## src/hdl/hpm_pkg.sv

```systemverilog
package hpm_pkg;
  // ---------------------------------------------------------------
  // sizes
  // ---------------------------------------------------------------
  localparam int SYNC_W = 5;
  localparam int PEND_W = 8;
  localparam int SETTLE_W = 3;

  // ---------------------------------------------------------------
  // synchroniser lane positions
  // ---------------------------------------------------------------
  localparam int LANE_MODE_N = 0;
  localparam int LANE_LIN_STRAP = 1;
  localparam int LANE_PIN_A = 2;
  localparam int LANE_PIN_B = 3;
  localparam int LANE_ALERT = 4;

  // ---------------------------------------------------------------
  // reset values and counts
  // ---------------------------------------------------------------
  localparam logic [SYNC_W-1:0] SYNC_RST = 5'h1_F;
  localparam logic [PEND_W-1:0] PEND_ZERO = 8'h0_0;
  localparam logic [PEND_W-1:0] PEND_ONE = 8'h0_1;
  localparam logic [PEND_W-1:0] PEND_MAX = 8'hF_F;
  localparam logic [SETTLE_W-1:0] SETTLE_ZERO = 3'h0;
  localparam logic [SETTLE_W-1:0] SETTLE_ONE = 3'h1;
  // three flops plus one agreement cycle before the strap is trusted
  localparam logic [SETTLE_W-1:0] SETTLE_CYC = 3'h4;

  // ---------------------------------------------------------------
  // types
  // ---------------------------------------------------------------
  typedef enum logic [1:0] {
    HPM_MODE_NONE,
    HPM_MODE_I2C,
    HPM_MODE_SPI,
    HPM_MODE_LIN
  } hpm_mode_t;

  typedef struct packed {
    logic [SYNC_W-1:0] s1;
    logic [SYNC_W-1:0] s2;
    logic [SYNC_W-1:0] s3;
    logic [SYNC_W-1:0] clean;
  } hpm_sync_state_t;

  typedef struct packed {
    hpm_mode_t mode;
    logic [SETTLE_W-1:0] settle;
    logic [PEND_W-1:0] pend;
    logic pend_overflow;
    logic pin_a_out;
    logic pin_a_oe_n;
    logic pin_b_out;
    logic pin_b_oe_n;
    logic alert_out;
    logic alert_oe_n;
    logic i2c_sda_in;
    logic i2c_scl_in;
    logic spi_sck;
    logic spi_selected;
    logic lin_rx;
    logic alert_line_low;
  } hpm_state_t;
endpackage

```

## src/hdl/hpm_sync_if.sv

```systemverilog
`timescale 1ns/100ps
`default_nettype none
interface hpm_sync_if;
  import hpm_pkg::*;
  logic [SYNC_W-1:0] raw;
  logic [SYNC_W-1:0] clean;
  modport sync_side (input raw, output clean);
  modport user_side (output raw, input clean);
endinterface // hpm_sync_if
`default_nettype wire

```

## src/hdl/hpm_pin_sync.sv

```systemverilog
`timescale 1ns/100ps
`default_nettype none
module hpm_pin_sync (
  input wire logic clk,
  input wire logic nrst,
  hpm_sync_if.sync_side bus
);
  import hpm_pkg::*;

  hpm_sync_state_t st_ff;
  hpm_sync_state_t nxt_st;

  // ---------------------------------------------------------------
  // three flops; a lane changes once stages two and three agree
  // ---------------------------------------------------------------
  always_comb begin
    nxt_st = st_ff;
    nxt_st.s1 = bus.raw;
    nxt_st.s2 = st_ff.s1;
    nxt_st.s3 = st_ff.s2;
    for (int i = 0; i < SYNC_W; i++) begin
      if (st_ff.s2[i] == st_ff.s3[i]) begin
        nxt_st.clean[i] = st_ff.s3[i];
      end
    end
  end

  always_ff @(posedge clk or negedge nrst) begin
    if (!nrst) begin
      st_ff <= '{s1: SYNC_RST, s2: SYNC_RST, s3: SYNC_RST, clean: SYNC_RST};
    end else begin
      st_ff <= nxt_st;
    end
  end

  assign bus.clean = st_ff.clean;
endmodule // hpm_pin_sync
`default_nettype wire

```

## src/hdl/hpm_host_port.sv

```systemverilog
// How it works
// [RULE1] alert pin is pulled low while any report waits for the host; code does so in i2c and spi modes only
// [RULE2] alert pin is released when nothing is pending; in lin mode the code follows lin_xcvr_enable instead
// [RULE3] each consumed report leaves the count; release only at zero
// [RULE4] host must sense the alert by level, never by edge
// [RULE5] in lin mode the alert pin carries the transceiver enable
// [RULE6] slave-mode strap chooses the role of both shared pins
// [RULE7] i2c mode: pin a is open-drain bidirectional data
// [RULE8] spi mode: pin a is the serial clock input from host
// [RULE9] lin mode: pin a is receive input from transceiver
// [RULE10] i2c mode: pin b is the clock line from host
// [RULE11] spi mode: pin b is active-low select; respond only while low
// [RULE12] lin mode: pin b is driven as transmit output
// [RULE13] alert pin is only driven low or released, never high
`timescale 1ns/100ps
`default_nettype none
module hpm_host_port (
  input wire logic clk,
  input wire logic nrst,
  input wire logic slave_mode_select_n,
  input wire logic lin_mode_strap,
  input wire logic host_shared_pin_a_in,
  output logic host_shared_pin_a_out,
  output logic host_shared_pin_a_oe_n,
  input wire logic host_shared_pin_b_in,
  output logic host_shared_pin_b_out,
  output logic host_shared_pin_b_oe_n,
  input wire logic host_report_alert_n_in,
  output logic host_report_alert_n_out,
  output logic host_report_alert_n_oe_n,
  input wire logic report_post,
  input wire logic report_consumed,
  input wire logic i2c_sda_drive_low,
  input wire logic lin_tx,
  input wire logic lin_xcvr_enable,
  output hpm_pkg::hpm_mode_t port_mode,
  output logic [hpm_pkg::PEND_W-1:0] pending_count,
  output logic pending_overflow,
  output logic i2c_sda_in,
  output logic i2c_scl_in,
  output logic spi_sck,
  output logic spi_selected,
  output logic lin_rx,
  output logic alert_line_low
);
  import hpm_pkg::*;

  hpm_state_t st_ff;
  hpm_state_t nxt_st;
  // one bundle carries every pin through the synchroniser
  hpm_sync_if sync_bus ();
  logic [SYNC_W-1:0] pins;

  // ---------------------------------------------------------------
  // pin synchronisers
  // ---------------------------------------------------------------
  assign sync_bus.raw = {
    host_report_alert_n_in,
    host_shared_pin_b_in,
    host_shared_pin_a_in,
    lin_mode_strap,
    slave_mode_select_n
  };
  assign pins = sync_bus.clean;

  hpm_pin_sync u_sync (
    .clk(clk),
    .nrst(nrst),
    .bus(sync_bus.sync_side)
  );

  // ---------------------------------------------------------------
  // synchronised pin levels
  // ---------------------------------------------------------------
  logic strap_sel_n;
  logic strap_lin;
  logic pin_a_lvl;
  logic pin_b_lvl;
  logic alert_lvl;

  assign strap_sel_n = pins[LANE_MODE_N];
  assign strap_lin = pins[LANE_LIN_STRAP];
  assign pin_a_lvl = pins[LANE_PIN_A];
  assign pin_b_lvl = pins[LANE_PIN_B];
  assign alert_lvl = pins[LANE_ALERT];

  // select low wins; the lin strap only splits spi from lin
  function automatic hpm_mode_t decode_mode(input logic sel_n,
                                            input logic lin_strap);
    if (!sel_n) begin
      return HPM_MODE_I2C;
    end else if (lin_strap) begin
      return HPM_MODE_LIN;
    end else begin
      return HPM_MODE_SPI;
    end
  endfunction

  // released while nothing waits for the host
  function automatic logic none_pending(input logic [PEND_W-1:0] pend);
    return pend == PEND_ZERO;
  endfunction

  // ---------------------------------------------------------------
  // next state
  // ---------------------------------------------------------------
  always_comb begin
    nxt_st = st_ff;

    // strap caught once, after synchronisers settle
    // frozen so a strap glitch cannot swap pin roles mid-transfer
    if (st_ff.mode == HPM_MODE_NONE) begin
      if (st_ff.settle == SETTLE_CYC) begin
        nxt_st.mode = decode_mode(strap_sel_n, strap_lin); // [RULE6]
      end else begin
        nxt_st.settle = st_ff.settle + SETTLE_ONE;
      end
    end

    // pending reports; a post and a consume together cancel
    // saturates; a post lost at full count is flagged, never wrapped
    if (report_post && !report_consumed) begin
      if (st_ff.pend == PEND_MAX) begin
        nxt_st.pend_overflow = 1'b1;
      end else begin
        nxt_st.pend = st_ff.pend + PEND_ONE;
      end
    end else if (report_consumed && !report_post) begin
      // a consume with nothing pending is refused
      if (st_ff.pend != PEND_ZERO) begin
        nxt_st.pend = st_ff.pend - PEND_ONE; // [RULE3]
      end
    end

    // defaults: everything released until mode is known
    nxt_st.pin_a_out = 1'b0;
    nxt_st.pin_a_oe_n = 1'b1;
    nxt_st.pin_b_out = 1'b0;
    nxt_st.pin_b_oe_n = 1'b1;
    nxt_st.alert_out = 1'b0; // [RULE13]
    nxt_st.alert_oe_n = 1'b1;
    nxt_st.i2c_sda_in = 1'b1;
    nxt_st.i2c_scl_in = 1'b1;
    nxt_st.spi_sck = 1'b0;
    nxt_st.spi_selected = 1'b0;
    nxt_st.lin_rx = 1'b1;
    // readback of the wired alert level
    nxt_st.alert_line_low = !alert_lvl;

    // pin roles follow the latched mode
    case (st_ff.mode)
      HPM_MODE_I2C: begin
        // sda is open drain: only low is ever driven
        nxt_st.pin_a_oe_n = !i2c_sda_drive_low; // [RULE7]
        nxt_st.i2c_sda_in = pin_a_lvl; // [RULE7]
        nxt_st.i2c_scl_in = pin_b_lvl; // [RULE10]
        nxt_st.alert_oe_n = none_pending(nxt_st.pend); // [RULE1] [RULE2]
      end
      HPM_MODE_SPI: begin
        nxt_st.spi_sck = pin_a_lvl; // [RULE8]
        nxt_st.spi_selected = !pin_b_lvl; // [RULE11]
        nxt_st.alert_oe_n = none_pending(nxt_st.pend); // [RULE1] [RULE2]
      end
      HPM_MODE_LIN: begin
        // tx is push-pull; the alert pin stays open drain
        nxt_st.lin_rx = pin_a_lvl; // [RULE9]
        nxt_st.pin_b_out = lin_tx; // [RULE12]
        nxt_st.pin_b_oe_n = 1'b0; // [RULE12]
        // enable high lets the pull-up raise the line
        nxt_st.alert_oe_n = lin_xcvr_enable; // [RULE5] [RULE13]
      end
      default: begin
        nxt_st.alert_oe_n = 1'b1;
      end
    endcase
  end

  // ---------------------------------------------------------------
  // state register
  // ---------------------------------------------------------------
  // every pin field resets to its released level
  always_ff @(posedge clk or negedge nrst) begin
    if (!nrst) begin
      st_ff <= '{
        mode: HPM_MODE_NONE,
        settle: SETTLE_ZERO,
        pend: PEND_ZERO,
        pend_overflow: 1'b0,
        pin_a_out: 1'b0,
        pin_a_oe_n: 1'b1,
        pin_b_out: 1'b0,
        pin_b_oe_n: 1'b1,
        alert_out: 1'b0,
        alert_oe_n: 1'b1,
        i2c_sda_in: 1'b1,
        i2c_scl_in: 1'b1,
        spi_sck: 1'b0,
        spi_selected: 1'b0,
        lin_rx: 1'b1,
        alert_line_low: 1'b0
      };
    end else begin
      st_ff <= nxt_st;
    end
  end

  // ---------------------------------------------------------------
  // outputs, all straight from the state register
  // ---------------------------------------------------------------
  assign host_shared_pin_a_out = st_ff.pin_a_out;
  assign host_shared_pin_a_oe_n = st_ff.pin_a_oe_n;
  assign host_shared_pin_b_out = st_ff.pin_b_out;
  assign host_shared_pin_b_oe_n = st_ff.pin_b_oe_n;
  assign host_report_alert_n_out = st_ff.alert_out;
  assign host_report_alert_n_oe_n = st_ff.alert_oe_n;
  assign port_mode = st_ff.mode;
  assign pending_count = st_ff.pend;
  assign pending_overflow = st_ff.pend_overflow;
  assign i2c_sda_in = st_ff.i2c_sda_in;
  assign i2c_scl_in = st_ff.i2c_scl_in;
  assign spi_sck = st_ff.spi_sck;
  assign spi_selected = st_ff.spi_selected;
  assign lin_rx = st_ff.lin_rx;
  assign alert_line_low = st_ff.alert_line_low;
endmodule // hpm_host_port
`default_nettype wire

```

## config.mk

```make
export PLATFORM = sky130hd
export DESIGN_NAME = hpm_host_port
export DESIGN_NICKNAME = d
export VERILOG_FILES = /design/src/hdl/hpm_pkg.sv /design/src/hdl/hpm_sync_if.sv /design/src/hdl/hpm_pin_sync.sv /design/src/hdl/hpm_host_port.sv
export SDC_FILE = /design/constraint.sdc
export NUM_CORES = 1
export LEC_CHECK = 0
export BUFFER_PORTS_ARGS = -buffer_cell sky130_fd_sc_hd__buf_2
export CORE_ASPECT_RATIO = 1.2
export CORE_UTILIZATION = 41
export CTS_CLUSTER_SIZE = 30
export DETAILED_ROUTE_END_ITERATION = 12
export PLACE_DENSITY = 0.62
export SYNTH_ARGS = -nofsm -noshare
export SYNTH_HDL_FRONTEND = slang
export SYNTH_SLANG_ARGS = --single-unit
```

## constraint.sdc

```tcl
create_clock -name clk -period 4.3 [get_ports clk]
set_input_delay 0.86 -clock clk [delete_from_list [all_inputs] [get_ports clk]]
set_output_delay 0.86 -clock clk [all_outputs]
set_load 0.005 [all_outputs]
```

==> qor.yml <==
status: "finished clean"
die_w_um: 66.99
powerDensity_mw_per_mm2: 595.9
grt_pass1_vias: 1295
yosysMostFrequentCell: "dfstp_2"
rows: 28
slew_viol_final: 0
cap_violations: 0
grt_overflow: 0
final_hold_viol_count: 0
hold_buffers: 0
synth_edf_count: 0
insertion_delay_ns: 0.29
crit_fanout: 11
ys_seq_area_frac: 0.5455
synth_warnings: 0
synthXorXnorAreaFrac: 0.01686
hp-class: "flop to flop"
fin_hold_ws_ns: 0.3542
drive_gt1_frac: 0.3478
ys.flop_type: "dfstp_2"
dpl.cell_count: 259
synthSimpleGateAreaFrac: 0.1620
setup_violations: 0
synth_cell_types: 49
synth_commonest_cells: "dfstp_2 (26), dfrtp_1 (18), buf_4 (12)"
io_buffers: 32
clk_path_buf_depth: 2
arrival_ns: 2.56
cts_sinks: 44
syn_avg_cell_area_um2: 11.23
min_period_over_period: 0.5471
synth-seq-cells: 44
leakagePower_nw: 1.022
die_h_um: 79.99
drtAntennaViolNets: 0
grt_pass1_wl_mm: 6.196
grt_max_degree: 45
drc: 0
cts_setup_buffers: 0
cts_made_buffers: 5
end_kind: "flop"
area_growth_pct: 11.02
yosys.area_share.adder: 0.07827
routed_via_density: 5.139
finish.utilization: 0.4704
totalWireLength_mm: 3.737
fin_worst_skew_ns: 0.007316
routedWlPerCell_um: 14.00
worst_setup_path_start_kind: "flop"
tightest_slew_ns: 0.9472
root_buffer: "clkbuf_8"
grt_usage: 0.1538
yosys.area.top_type: "dfstp_2"
antenna_found_initial: 0
die_area_mm2: 0.005359
place.gp.congestion: 0.8851
antennaDiodeCount: 0
vias: 1372
synth_area_leaders: "dfstp_2 (33%), dfrtp_1 (22%), ha_1 (5.4%)"
synth.top_cell.area_share: 0.3287
crit_type: "flop to flop"
io_pins: 35
syn_area_mm2: 0.002078
drtIter0Drc: 91
max-slew-margin-rel: 0.3685
rsz0062_at_grt: "no"
finalNonFillerCells: 267
synth_top_family_by_area: "simple AND/OR/NAND/NOR gates"
synth_mux_area_frac: 0.005418
cts_resized: 0
first_pass_iters: 4
tns_ns: 0
ctsHtreeMaxLevel: 2
clk_pin_slew_ns: 0.09
period_needed_ns: 2.353
start_util: 0.4237
coreArea_mm2: 0.004905
synthArstFlopShare: 1.000
cts_tree: "built"
crit_required_ns: 4.51
max_freq_mhz: 425.0
syn-instance-count: 185
ir_drop_uv: 232.0
num-nets-final: 227
dp_hpwl_mm: 2.675
synth-compound-area-share: 0.1114
==> critical path, stage by stage, from the launching register on <==
cell,delay [ns]
dfrtp_1,0.52
or4_4,0.63
nor3b_4,0.33
a21o_1,0.20
a21oi_1,0.04
or3b_1,0.38
o31ai_2,0.18
==> power by group <==
part	switching [mW]	internal, mW	total [mW]
registers	0.130	0.523	0.653
logic	0.218	0.198	0.417
clock network	0.139	0.167	0.305
==> worst paths after layout <==
check | slack, ns | end | cells past startpoint | from
setup / recovery | 1.95 | host_report_alert_n_oe_n | 6 | pending_count[3]
hold / removal | 0.35 | u_sync.nxt_st[7] | 0 | u_sync.nxt_st[12]
setup reg to reg | 1.95 | host_report_alert_n_oe_n | 6 | pending_count[3]
hold reg to reg | 0.35 | u_sync.nxt_st[7] | 0 | u_sync.nxt_st[12]
max in group asynchronous | 2.99 | pending_count[2] | 1 | nrst
min in group asynchronous | 0.71 | pending_count[5] | 1 | nrst
==> layout by cell type (no fill, tap or decap), types with 3 or more instances in the layout <==
cell | netlist | final
xnor2_1 | 3 | 3
nor2_1 | 6 | 6
nand2_1 | 11 | 11
o21ai_0 | 8 | 8
maj3_1 | 5 | 5
clkbuf_8 | 0 | 6
buf_2 | 2 | 32
inv_1 | 10 | 10
nand3_1 | 7 | 7
nand2b_1 | 7 | 7
nor2b_1 | 7 | 7
nor3_1 | 5 | 5
a21oi_1 | 7 | 7
ha_1 | 9 | 9
dfrtp_1 | 18 | 18
dfstp_2 | 26 | 26
==> routing by layer <==
metal,vias to the layer above,routed length [um],track usage
li1,667,-,-
met1,657,1767,0.2116
met2,43,1749,0.2354
met3,5,187,0.03571
met4,0,33,0.05106
met5,-,0,0
==> cell families (layout without fill, tap and decap cells) <==
kind of cell / Yosys count / count (layout)
AND/OR/NAND/NOR: 58 / 58
flip-flops: 44 / 44
AO/OA/AOI/OAI: 34 / 34
buffers and inverters: 29 / 50
adder cells (fa/ha/maj): 14 / 14
XOR/XNOR: 4 / 4
other: 1 / 2
multiplexers: 1 / 1
==> state kept, by name, indices dropped and copies added, names as in the netlist, 2 cells and up <==
register          cells
pending_count         8
st_ff                 3
u_sync.bus.clean      5
u_sync.nxt_st        10
u_sync.st_ff          5
port_mode             2
==> metrics by stage <==
stage / area [um^2] / power [mW] / setup slack, ns
after detailed placement: 2191 / 1.080 / 1.792
after floorplan: 2082 / 0.9806 / 2.060
after CTS: 2307 / 1.393 / 1.956
final: 2307 / 1.375 / 1.947
after global placement: 2191 / 1.077 / 1.772
after global routing: 2307 / 1.480 / 1.832
==> layout make-up <==
type / instances / area, um^2
clock buffer: 7 / 107.6
clock inverter: 1 / 8.758
fill: 474 / 2597
inverter: 10 / 37.54
multi-input combinational: 113 / 784.5
sequential: 44 / 1134
tap: 60 / 75.07
timing repair buffer: 32 / 160.2
Power figures use the tool's default switching activity.
